===== config.mk =====
export PLATFORM = sky130hd
export DESIGN_NAME = tatc_core
export DESIGN_NICKNAME = d
export VERILOG_FILES = /design/src/core/tatc_pkg.sv /design/src/core/tatc_pin_sync.sv /design/src/core/tatc_core.sv
export VERILOG_INCLUDE_DIRS = /design/src /design/src/core
export SDC_FILE = /design/constraint.sdc
export NUM_CORES = 1
export LEC_CHECK = 0
export CAP_MARGIN = 10
export CORE_MARGIN = 3
export CORE_UTILIZATION = 30
export CTS_BUF_LIST = sky130_fd_sc_hd__clkbuf_4 sky130_fd_sc_hd__clkbuf_8
export DETAILED_ROUTE_END_ITERATION = 6
export DONT_BUFFER_PORTS = 1
export GPL_ROUTABILITY_DRIVEN = 0
export PLACE_DENSITY = 0.48
export SETUP_SLACK_MARGIN = 0.02
export SKIP_CTS_REPAIR_TIMING = 1
export SKIP_LAST_GASP = 1
export SLEW_MARGIN = 20
export SYNTH_ARGS = -nofsm -noshare
export SYNTH_HDL_FRONTEND = slang
export SYNTH_SLANG_ARGS = --single-unit
export TNS_END_PERCENT = 100

===== constraint.sdc =====
create_clock -name clk_in -period 2.27 [get_ports clk_in]
set_clock_uncertainty 0.1 [all_clocks]
set_input_delay 0.1135 -clock clk_in [delete_from_list [all_inputs] [get_ports clk_in]]
set_output_delay 0.1135 -clock clk_in [all_outputs]
set_load 0.01 [all_outputs]

===== src/core/tatc_defines.svh =====
`ifndef TATC_DEFINES_SVH
`define TATC_DEFINES_SVH

// Register byte offsets on the AHB-Lite slave.
`define TATC_CTRL_OFS        8'h00
`define TATC_STATUS_OFS      8'h04
`define TATC_ODEM_OFS        8'h08
`define TATC_MEMCFG_OFS      8'h0c
`define TATC_MEMSTAT_OFS     8'h10

// Control register fields.
`define TATC_CTRL_MODE_LSB   0
`define TATC_CTRL_EDGE_EN    2
`define TATC_CTRL_CRIT_EN    3
`define TATC_MODE_CODE_OUT   2'h1
`define TATC_MODE_CODE_BIDIR 2'h2

// Status register fields.
`define TATC_ST_ALERT        0
`define TATC_ST_LOWPERF      1
`define TATC_ST_CRIT         2
`define TATC_ST_CRIT_STICKY  3
`define TATC_ST_EV_ASSERT    4
`define TATC_ST_EV_DEASSERT  5
`define TATC_ST_TRIP         6
`define TATC_ST_DRIVE        7
`define TATC_ST_DEMOTE_LSB   8

// On-demand clock modulation fields.
`define TATC_OD_MSR_EN       0
`define TATC_OD_MSR_DUTY_LSB 1
`define TATC_OD_IO_EN        4
`define TATC_OD_IO_DUTY_LSB  5

// Memory throttle fields.
`define TATC_MC_WARM_LSB     0
`define TATC_MC_HOT_LSB      8
`define TATC_MC_WARM_AMT_LSB 16
`define TATC_MC_HOT_AMT_LSB  20
`define TATC_MS_LEVEL_LSB    0
`define TATC_MS_AMT_LSB      4
`define TATC_MS_REFRESH      8

// Reset values.
`define TATC_WARM_RST        8'h55
`define TATC_HOT_RST         8'h5f
`define TATC_WARM_AMT_RST    4'h4
`define TATC_HOT_AMT_RST     4'hf

// Fixed factory duty of the thermal control circuit, in eighths of on time.
`define TATC_TCC_DUTY        3'h2
`define TATC_MR3_HOT_CODE    2'h2
`define TATC_DEMOTE_THRESH   4'h3
`define TATC_DEMOTE_MAX      4'hf
`define TATC_RELEASE_GUARD   3'h4

// Timing.
`define TATC_CLK_MHZ          125
`define TATC_RESP_LIMIT_US    100
`define TATC_FAST_LIMIT_US    10
`define TATC_CONSEC_WINDOW_US 1000
`define TATC_RESP_LIMIT_CYC   ((`TATC_RESP_LIMIT_US) * (`TATC_CLK_MHZ))
`define TATC_FAST_LIMIT_CYC   ((`TATC_FAST_LIMIT_US) * (`TATC_CLK_MHZ))
`define TATC_CONSEC_WIN_CYC   ((`TATC_CONSEC_WINDOW_US) * (`TATC_CLK_MHZ))

`endif


===== src/core/tatc_pkg.sv =====
package tatc_pkg;

    typedef enum logic [1:0] {
        TATC_MODE_IN,
        TATC_MODE_OUT,
        TATC_MODE_BIDIR
    } tatc_mode_e;

    typedef enum logic {
        TATC_AL_IDLE,
        TATC_AL_HELD
    } tatc_alert_e;

    typedef struct packed {
        logic       en;
        logic [2:0] duty;
        logic       all_cores;
    } tatc_clkmod_s;

    typedef struct packed {
        logic [1:0] level;
        logic [3:0] amount;
        logic       refresh_double;
    } tatc_mem_s;

    typedef struct packed {
        logic         dp_wr;
        logic         dp_rd;
        logic         rd_rdy;
        logic [7:0]   dp_addr;
        logic [31:0]  hrdata;
        tatc_mode_e   mode;
        logic         edge_en;
        logic         crit_en;
        logic         msr_en;
        logic [2:0]   msr_duty;
        logic         io_en;
        logic [2:0]   io_duty;
        logic [7:0]   warm;
        logic [7:0]   hot;
        logic [3:0]   warm_amt;
        logic [3:0]   hot_amt;
        tatc_alert_e  alert_st;
        logic         ev_assert;
        logic         ev_deassert;
        logic         crit;
        logic         crit_sticky;
        logic         trip;
        logic         drive;
        logic [2:0]   guard;
        logic [3:0]   consec;
        logic [23:0]  win;
        logic [3:0]   demote;
        tatc_clkmod_s clkmod;
        tatc_mem_s    mem;
    } tatc_state_s;

endpackage


===== src/core/tatc_pin_sync.sv =====
`timescale 1ns/1ps
`default_nettype none

// Three-stage pin synchroniser; the output moves only when stages two and three agree.
module tatc_pin_sync #(
    parameter logic IDLE_LEVEL = 1'b1
) (
    input  wire logic clk_in,
    input  wire logic sys_rst_in,
    input  wire logic pin_in,
    output var  logic level_out
);
    logic [2:0] stage;

    always_ff @(posedge clk_in) begin
        if (sys_rst_in) begin
            stage     <= {3{IDLE_LEVEL}};
            level_out <= IDLE_LEVEL;
        end else begin
            stage <= {stage[1:0], pin_in};
            if (stage[1] == stage[2]) begin
                level_out <= stage[2];
            end
        end
    end
endmodule // tatc_pin_sync

`default_nettype wire


===== src/core/tatc_core.sv =====
// Notes on behaviour
// - Alert pin mode is input, output or bidirectional; input after reset.
// - External alert forces lowest performance state for cores and graphics at once.
// - External alert never starts clock modulation.
// - Lowest performance state holds until the external alert is released.
// - Optional interrupt on alert assertion and deassertion edges.
// - While the device drives the pin, external sensing waits for release.
// - External alert response completes well under 100 us.
// - Consecutive external alerts step the frequency cap down; quiet steps it up.
// - Demotion works only in input-only mode.
// - Driven alert drops in package idle and returns on wake if hot.
// - Damaging temperature shuts the package down and asserts trip output.
// - Critical temperature during thermal response latches status, sticky bit, interrupt.
// - Software forces clock modulation; circuit duty overrides it while engaged.
// - Legacy I/O on-demand duty wins over the register path duty.
// - Legacy I/O on-demand request modulates all cores together.
// - Memory throttling at warm and hot thresholds, amount set by level.
// - DRAM die temperature from MR3 sets the refresh rate.
// - Input-only alert halves core frequency within 10 us.
`include "tatc_defines.svh"
`timescale 1ns/1ps
`default_nettype none

module tatc_core #(
    parameter int CONSEC_WINDOW_CYC = `TATC_CONSEC_WIN_CYC
) (
    input  wire logic                 clk_in,
    input  wire logic                 sys_rst_in,
    input  wire logic                 hsel_in,
    input  wire logic [31:0]          haddr_in,
    input  wire logic [1:0]           htrans_in,
    input  wire logic                 hwrite_in,
    input  wire logic [2:0]           hsize_in,
    input  wire logic [31:0]          hwdata_in,
    input  wire logic                 hready_in,
    output var  logic [31:0]          hrdata_out,
    output var  logic                 hreadyout_out,
    output var  logic                 hresp_out,
    input  wire logic                 thermal_alert_n_in,
    output var  logic                 thermal_alert_n_out,
    output var  logic                 thermal_alert_n_oe_out,
    input  wire logic                 tcc_active_in,
    input  wire logic                 tcc_clkmod_in,
    input  wire logic                 pkg_idle_in,
    input  wire logic                 crit_temp_in,
    input  wire logic                 trip_temp_in,
    input  wire logic [7:0]           mem_temp_in,
    input  wire logic                 mr3_valid_in,
    input  wire logic [1:0]           mr3_temp_in,
    output var  logic                 lowest_perf_state_out,
    output var  logic                 fast_half_freq_out,
    output var  logic [3:0]           freq_demote_out,
    output var  logic                 edge_irq_out,
    output var  logic                 thermal_irq_out,
    output var  logic                 overtemp_trip_n_out,
    output var  logic                 pkg_shutdown_out,
    output var  tatc_pkg::tatc_clkmod_s clkmod_out,
    output var  tatc_pkg::tatc_mem_s  mem_throttle_out
);
    import tatc_pkg::*;

    tatc_state_s st;
    tatc_state_s next_st;
    logic        alert_n_filt;
    logic        alert_ext;
    logic        acc;

    tatc_pin_sync #(
        .IDLE_LEVEL (1'b1)
    ) u_alert_sync (
        .clk_in     (clk_in),
        .sys_rst_in (sys_rst_in),
        .pin_in     (thermal_alert_n_in),
        .level_out  (alert_n_filt)
    );

    // The pin is masked while we drive it and briefly after, so our own low cannot echo back.
    assign alert_ext = (st.mode != TATC_MODE_OUT) && !alert_n_filt && !st.drive
                       && (st.guard == 3'h0);
    assign acc = hsel_in && hready_in && htrans_in[1];

    always_comb begin
        logic [31:0] rd;
        logic [3:0]  consec_n;
        logic        drive_n;
        rd       = 32'h0;
        consec_n = 4'h0;
        drive_n  = 1'b0;
        next_st  = st;

        case (st.dp_addr)
            `TATC_CTRL_OFS: begin
                rd[`TATC_CTRL_MODE_LSB +: 2] = st.mode;
                rd[`TATC_CTRL_EDGE_EN]       = st.edge_en;
                rd[`TATC_CTRL_CRIT_EN]       = st.crit_en;
            end
            `TATC_STATUS_OFS: begin
                rd[`TATC_ST_ALERT]           = alert_ext;
                rd[`TATC_ST_LOWPERF]         = (st.alert_st == TATC_AL_HELD);
                rd[`TATC_ST_CRIT]            = st.crit;
                rd[`TATC_ST_CRIT_STICKY]     = st.crit_sticky;
                rd[`TATC_ST_EV_ASSERT]       = st.ev_assert;
                rd[`TATC_ST_EV_DEASSERT]     = st.ev_deassert;
                rd[`TATC_ST_TRIP]            = st.trip;
                rd[`TATC_ST_DRIVE]           = st.drive;
                rd[`TATC_ST_DEMOTE_LSB +: 4] = st.demote;
            end
            `TATC_ODEM_OFS: begin
                rd[`TATC_OD_MSR_EN]            = st.msr_en;
                rd[`TATC_OD_MSR_DUTY_LSB +: 3] = st.msr_duty;
                rd[`TATC_OD_IO_EN]             = st.io_en;
                rd[`TATC_OD_IO_DUTY_LSB +: 3]  = st.io_duty;
            end
            `TATC_MEMCFG_OFS: begin
                rd[`TATC_MC_WARM_LSB +: 8]     = st.warm;
                rd[`TATC_MC_HOT_LSB +: 8]      = st.hot;
                rd[`TATC_MC_WARM_AMT_LSB +: 4] = st.warm_amt;
                rd[`TATC_MC_HOT_AMT_LSB +: 4]  = st.hot_amt;
            end
            `TATC_MEMSTAT_OFS: begin
                rd[`TATC_MS_LEVEL_LSB +: 2]    = st.mem.level;
                rd[`TATC_MS_AMT_LSB +: 4]      = st.mem.amount;
                rd[`TATC_MS_REFRESH]           = st.mem.refresh_double;
            end
            default: rd = 32'h0;
        endcase

        // Reads take one wait state so that read data leaves a flip-flop.
        if (st.dp_rd && !st.rd_rdy) begin
            next_st.rd_rdy = 1'b1;
            next_st.hrdata = rd;
        end
        if (st.dp_rd && st.rd_rdy) begin
            next_st.dp_rd  = 1'b0;
            next_st.rd_rdy = 1'b0;
        end

        if (st.dp_wr) begin
            next_st.dp_wr = 1'b0;
            case (st.dp_addr)
                `TATC_CTRL_OFS: begin
                    case (hwdata_in[`TATC_CTRL_MODE_LSB +: 2])
                        `TATC_MODE_CODE_OUT:   next_st.mode = TATC_MODE_OUT;
                        `TATC_MODE_CODE_BIDIR: next_st.mode = TATC_MODE_BIDIR;
                        default:               next_st.mode = TATC_MODE_IN;
                    endcase
                    next_st.edge_en = hwdata_in[`TATC_CTRL_EDGE_EN];
                    next_st.crit_en = hwdata_in[`TATC_CTRL_CRIT_EN];
                end
                `TATC_STATUS_OFS: begin
                    if (hwdata_in[`TATC_ST_CRIT_STICKY]) begin
                        next_st.crit_sticky = 1'b0;
                    end
                    if (hwdata_in[`TATC_ST_EV_ASSERT]) begin
                        next_st.ev_assert = 1'b0;
                    end
                    if (hwdata_in[`TATC_ST_EV_DEASSERT]) begin
                        next_st.ev_deassert = 1'b0;
                    end
                end
                `TATC_ODEM_OFS: begin
                    next_st.msr_en   = hwdata_in[`TATC_OD_MSR_EN];
                    next_st.msr_duty = hwdata_in[`TATC_OD_MSR_DUTY_LSB +: 3];
                    next_st.io_en    = hwdata_in[`TATC_OD_IO_EN];
                    next_st.io_duty  = hwdata_in[`TATC_OD_IO_DUTY_LSB +: 3];
                end
                `TATC_MEMCFG_OFS: begin
                    next_st.warm     = hwdata_in[`TATC_MC_WARM_LSB +: 8];
                    next_st.hot      = hwdata_in[`TATC_MC_HOT_LSB +: 8];
                    next_st.warm_amt = hwdata_in[`TATC_MC_WARM_AMT_LSB +: 4];
                    next_st.hot_amt  = hwdata_in[`TATC_MC_HOT_AMT_LSB +: 4];
                end
                default: next_st.dp_wr = 1'b0;
            endcase
        end

        if (acc) begin
            next_st.dp_wr   = hwrite_in;
            next_st.dp_rd   = !hwrite_in;
            next_st.rd_rdy  = 1'b0;
            next_st.dp_addr = haddr_in[7:0];
        end

        // Quiet-window countdown after a release; expiry raises the cap one step.
        if (st.alert_st == TATC_AL_IDLE && st.win != 24'h0) begin
            next_st.win = st.win - 24'h1;
            if (st.win == 24'h1) begin
                next_st.consec = 4'h0;
                if (st.demote != 4'h0) begin
                    next_st.demote = st.demote - 4'h1;
                end
                if (st.demote > 4'h1) begin
                    next_st.win = CONSEC_WINDOW_CYC[23:0];
                end
            end
        end

        // Events are applied after software clears, so a set in the same cycle wins.
        case (st.alert_st)
            TATC_AL_IDLE: begin
                if (alert_ext) begin
                    next_st.alert_st  = TATC_AL_HELD;
                    next_st.ev_assert = 1'b1;
                    consec_n = (st.win != 24'h0) ? st.consec + 4'h1 : 4'h1;
                    next_st.win = 24'h0;
                    if (consec_n >= `TATC_DEMOTE_THRESH) begin
                        next_st.consec = 4'h0;
                        if (st.demote != `TATC_DEMOTE_MAX) begin
                            next_st.demote = st.demote + 4'h1;
                        end
                    end else begin
                        next_st.consec = consec_n;
                    end
                end
            end
            TATC_AL_HELD: begin
                if (!alert_ext) begin
                    next_st.alert_st    = TATC_AL_IDLE;
                    next_st.ev_deassert = 1'b1;
                    next_st.win         = CONSEC_WINDOW_CYC[23:0];
                end
            end
            default: next_st.alert_st = TATC_AL_IDLE;
        endcase

        if (st.mode != TATC_MODE_IN) begin
            next_st.demote = 4'h0;
            next_st.consec = 4'h0;
            next_st.win    = 24'h0;
        end

        // Our own drive follows the circuit but drops during package idle.
        drive_n = (st.mode != TATC_MODE_IN) && tcc_active_in && !pkg_idle_in;
        next_st.drive = drive_n;
        if (st.drive && !drive_n) begin
            next_st.guard = `TATC_RELEASE_GUARD;
        end else if (st.guard != 3'h0) begin
            next_st.guard = st.guard - 3'h1;
        end

        next_st.crit = tcc_active_in && crit_temp_in;
        if (tcc_active_in && crit_temp_in) begin
            next_st.crit_sticky = 1'b1;
        end
        if (trip_temp_in) begin
            next_st.trip = 1'b1;
        end

        // The external alert is deliberately absent from the modulation request.
        next_st.clkmod.en = tcc_clkmod_in || st.io_en || st.msr_en;
        if (tcc_clkmod_in) begin
            next_st.clkmod.duty = `TATC_TCC_DUTY;
        end else if (st.io_en) begin
            next_st.clkmod.duty = st.io_duty;
        end else begin
            next_st.clkmod.duty = st.msr_duty;
        end
        next_st.clkmod.all_cores = st.io_en;

        if (mem_temp_in >= st.hot) begin
            next_st.mem.level  = 2'h2;
            next_st.mem.amount = st.hot_amt;
        end else if (mem_temp_in >= st.warm) begin
            next_st.mem.level  = 2'h1;
            next_st.mem.amount = st.warm_amt;
        end else begin
            next_st.mem.level  = 2'h0;
            next_st.mem.amount = 4'h0;
        end
        if (mr3_valid_in) begin
            next_st.mem.refresh_double = (mr3_temp_in >= `TATC_MR3_HOT_CODE);
        end
    end

    always_ff @(posedge clk_in) begin
        if (sys_rst_in) begin
            st          <= '0;
            st.mode     <= TATC_MODE_IN;
            st.alert_st <= TATC_AL_IDLE;
            st.warm     <= `TATC_WARM_RST;
            st.hot      <= `TATC_HOT_RST;
            st.warm_amt <= `TATC_WARM_AMT_RST;
            st.hot_amt  <= `TATC_HOT_AMT_RST;
        end else begin
            st <= next_st;
        end
    end

    assign hrdata_out             = st.hrdata;
    assign hreadyout_out          = !(st.dp_rd && !st.rd_rdy);
    assign hresp_out              = 1'b0;
    assign thermal_alert_n_out    = 1'b0;
    assign thermal_alert_n_oe_out = st.drive;
    assign lowest_perf_state_out  = (st.alert_st == TATC_AL_HELD);
    assign fast_half_freq_out     = (st.alert_st == TATC_AL_HELD) && (st.mode == TATC_MODE_IN);
    assign freq_demote_out        = st.demote;
    assign edge_irq_out           = st.edge_en && (st.ev_assert || st.ev_deassert);
    assign thermal_irq_out        = st.crit_en && st.crit_sticky;
    assign overtemp_trip_n_out    = !st.trip;
    assign pkg_shutdown_out       = st.trip;
    assign clkmod_out             = st.clkmod;
    assign mem_throttle_out       = st.mem;

    // Cycles since the filtered pin went low without a response yet.
    logic [15:0] lat_cnt;
    always_ff @(posedge clk_in) begin
        if (sys_rst_in || !alert_ext || lowest_perf_state_out) begin
            lat_cnt <= 16'h0;
        end else begin
            lat_cnt <= lat_cnt + 16'h1;
        end
    end
endmodule // tatc_core

`default_nettype wire


# After elaboration in Yosys (flattened, before gate mapping)
# Cells that the tools add are included.
# op_classes
mux,43
bitwise,2
n_reduce_logical,48
add_sub_neg,5
order_cmp,5
eq_ne,10
# ops
op,n
$mux W32,3
$mux W24,2
$pmux W24 S2,1
$mux W4,7
$eq A24 B1 Y1 const B,1
$reduce_bool A24 Y1,1
$sub A24 B1 Y24 const B,1
$eq A8 B4 Y1 const B,2
$ge A8 B8 Y1,2
$pmux W4 S4,1
$logic_and A1 B1 Y1,15
$mux W12,1
$reduce_bool A2 Y1,6
$mux W1,11
$mux W10,1
$mux W2,5
$pmux W2 S5,1
$reduce_or A2 Y1,5
$mux W3,3
$add A4 B1 Y4 const B,2
$eq A8 B3 Y1 const B,1
$eq A8 B5 Y1 const B,1
$logic_not A1 Y1,8
$logic_not A8 Y1,1
other kinds (26),31
# totals
in_bits,91
output_inout_bits,58
wordCells,151
regBits,129

# Depth between registers and ports, before layout
# depth
ltp_word,8
depth_mapped,9
depth_no_buf,7

# By module
# From an unflattened synthesis, not the netlist that was laid out.
# unflattened
hier_cells,723
area_unflattened_um2,6160.9
# by_module_without_submodules
mod,area_each_um2,seq_area_each_um2,instances,cells_each
tatc_core,6045.8,2502.4,1,713
tatc_pin_sync,115.1,80.1,1,10

# Least setup slack after synthesis
# No wires, ideal clock.
# synth_path
path_kind,flip-flop to flip-flop
startpoint,register st[128] (netlist bit)
endpoint,register st[65] (netlist bit)
arrival_time_ns,1.774
slack_ns,0.255
path_stages_with_launch,7
t_required_ns,2.029
synth_period_minus_slack_ns,2.015
cell_sequence,dfxtp_1 -> or4_4 -> nor4b_4 -> and3_1 -> buf_4 -> buf_2 -> o211ai_1
# synth_between
elab_chain_cells,2
# synth_lines
element,line_no,source
from (decl),tatc_core.sv:62,tatc_state_s st;
from (signal assigned),tatc_core.sv:285,st <= next_st;
$eq A8 B4 Y1,tatc_core.sv:140,case (st.dp_addr)
$reduce_and A2 Y1 (no source line),-,
# No other way between the ends.
# A chain may end at the register's enable or synchronous reset.

# Worst setup path after layout
# layout_path
startpoint,register st[129] (netlist bit)
endpoint,register st[66] (netlist bit)
# The elaborated chain is that of the path after synthesis.

==> run metrics <==
Crit path required time=2.48 ns; Num Clock Sinks=129; slowest stage cell, crit path=or4_4; Flop pwr share=0.432; worst hold margin=-0.276 ns; Die Area=23,100 sq um; mapped cell area=6390 sq um; Global Route Usage Sum=0.151; antenna violations before repair=0; CP Cell Sequence=or4_4, nor4b_4, buf_4, and3_4, clkbuf_16, o211ai_1; Antenna Nets Post-Route=0; kind of critical path=reg -> reg; final WL=18.8 mm; slew margin rel.=0.598; syn avg cell area=8.69 sq um; Congestion Overflow GR=0; Yosys reg bits=129; kind of end point of the critical path=flip-flop; end-of-flow core utilization=0.364; fmax=456 MHz; Final HPWL DP=13.5 mm; R2R Setup Slk=0.08 ns; outcome=finished, violations left; Hold WC Path Type=in -> reg; Period Utilization, post-route=0.965; final hold vios=6; max-cap viol count=0; vias=5,445; die width=152 microns; Iteration-0 DRC Markers=336; DIE HEIGHT=152 microns; first-pass GRT wire length=28.0 mm; Yosys warning total=0; Post-synth EDFFs=0; RSZ-0062 raised after global routing=yes; count of cell types in the netlist=66; Int Pwr=0.00398 W; vias per inst=5.20; share of layout cells above drive strength 1=0.143; Ant. Diodes=0; # DRC=0; Root Buffer=clkbuf_8; TritonCTS clock tree=yes; Placed Cells=964; I/O Buffers=0; post-synth top area share=0.404; P_sw=0.00201 W; Clock Latency Late Sink=0.44 ns; predominant post-synthesis flop cell=dfxtp_1; setup TNS=0 ns; Layout Area Growth over Synthesis=17.1%; core area=20,600 sq um; drt first pass iters=5; crit-path max cell delay=0.58 ns; PwrDens=801 nW/um^2; I/O pin count=149; CTS max path bufs=2; Logic pwr share=0.266; WL/cell=17.9 microns; largest net degree at the start of global routing=62; most common cell in the synthesized netlist=dfxtp_1; failing checks=negative hold slack; CTS buffer count=17; Sw Share=0.336; Synth area leader=dfxtp_1; async set-or-reset flop fraction in the synthesized netlist=0; count of buffer and inverter cells on the critical path=2; crit path max fanout=17; Site Rows=52; Max H-tree Level=4; dominant cells by area after synthesis=dfxtp_1 (40%), buf_4 (6.2%), ha_1 (5.3%); Setup Viol. Count Final=0; Final Slew Violations=0; sequential-to-total area share from yosys stat=0.404; non-filler cells, final=1,048; Cells after Synth=735; vias in the first global route=4,962; top cells by count, synth=dfxtp_1 (129), nand2_1 (83), a21oi_1 (55); Final Net Count=884; Least-Margin Pin Slew=0.600 ns; peak supply drop=0.311 mV; P_leak=2.94 nW; min Tclk post-route=2.19 ns; CP Launch Type=flip-flop; CP arrival=2.40 ns; Initial Util=0.311; delay-heaviest family, CP=simple AND/OR/NAND/NOR gates; clock power share=0.302; clock-pin slew on the worst setup and hold paths=0.08 ns
metal layers:
metal  global-route usage  share of wire  wire (microns)  up-vias
li1                     -              -               -     2634
met1                0.195           0.45            8510     2639
met2                0.240           0.47            8780      164
met3               0.0575          0.072            1340        8
met4               0.0377         0.0072             136        0
met5                    0              0               0        -
final cells by class:
type / instances / area (sq um)
fillers: 2170 / 13100
multi-input cells: 492 / 3210
flip-flops and latches: 129 / 2580
repair buffers: 89 / 863
well taps: 270 / 338
clock buffers: 17 / 234
inverters: 37 / 139
clock inverters: 14 / 116
worst paths after layout:
path	from	depth (start not counted)	end
worst max-delay path	st[129]	6	st[66]
worst min register to register	u_alert_sync.stage[0]	1	u_alert_sync.stage[1]
worst min-delay path	hwdata_in[1]	2	st[71]
worst max register to register	st[129]	6	st[66]
state kept, by name, summed over array words and instances (netlist names):
name / cells
u_alert_sync.stage: 3
pkg_shutdown_out: 1
st: 81
thermal_alert_n_oe_out: 1
lowest_perf_state_out: 1
clkmod_out: 5
mem_throttle_out: 7
u_alert_sync.level_out: 1
freq_demote_out: 4
hrdata_out: 24
next_st: 1
cell usage in the layout, fill, tap and decap left out, types with 8 or more instances in the layout:
cell type and count:
clkbuf_8 17, mux2i_1 16, conb_1 10, o211ai_1 16, nand3_1 35, a31oi_1 12
dfxtp_1 128, buf_4 38, or4_1 8, or2_2 8, dlygate4sd3_1 46, nand2_1 83
o31ai_1 9, a22o_1 8, ha_1 27, inv_1 36, a21oi_1 53, nor3_1 14
nor2_1 43, or3_1 11, o21ai_0 26
power by group through the flow:
stage | Clock [W] | Sequential (W) | Combinational [W]
2_1_floorplan | 0 | 0.00257 | 0.00105
3_3_place_gp | 0 | 0.00261 | 0.00138
3_5_place_dp | 0 | 0.00262 | 0.00143
4_1_cts | 0.00187 | 0.00257 | 0.00144
5_1_grt | 0.00198 | 0.00261 | 0.00177
6_report | 0.00181 | 0.00259 | 0.00160
cell families after synthesis:
| family | Yosys count | share of synthesized area |
|---|---|---|
| xor gates and xnor gates | 7 | 0.00960 |
| buffers and inverters | 123 | 0.106 |
| muxes | 24 | 0.0445 |
| AOI/OAI and AO/OA | 166 | 0.170 |
| DFF | 129 | 0.404 |
| other | 1 | 0.000587 |
| and+or+nand+nor | 258 | 0.212 |
| adders and majority gates | 27 | 0.0529 |
stage by stage:
stage / power, W / instance area (sq um) / setup slack, ns
after floorplan: 0.00362 / 6420 / 0.255
after global placement: 0.00399 / 6520 / 0.117
after detailed placement: 0.00405 / 6520 / 0.0755
after CTS: 0.00588 / 6870 / 0.0501
after global routing: 0.00636 / 7480 / -0.0374
final: 0.00599 / 7480 / 0.0786
(Power assumes the default switching activity.)
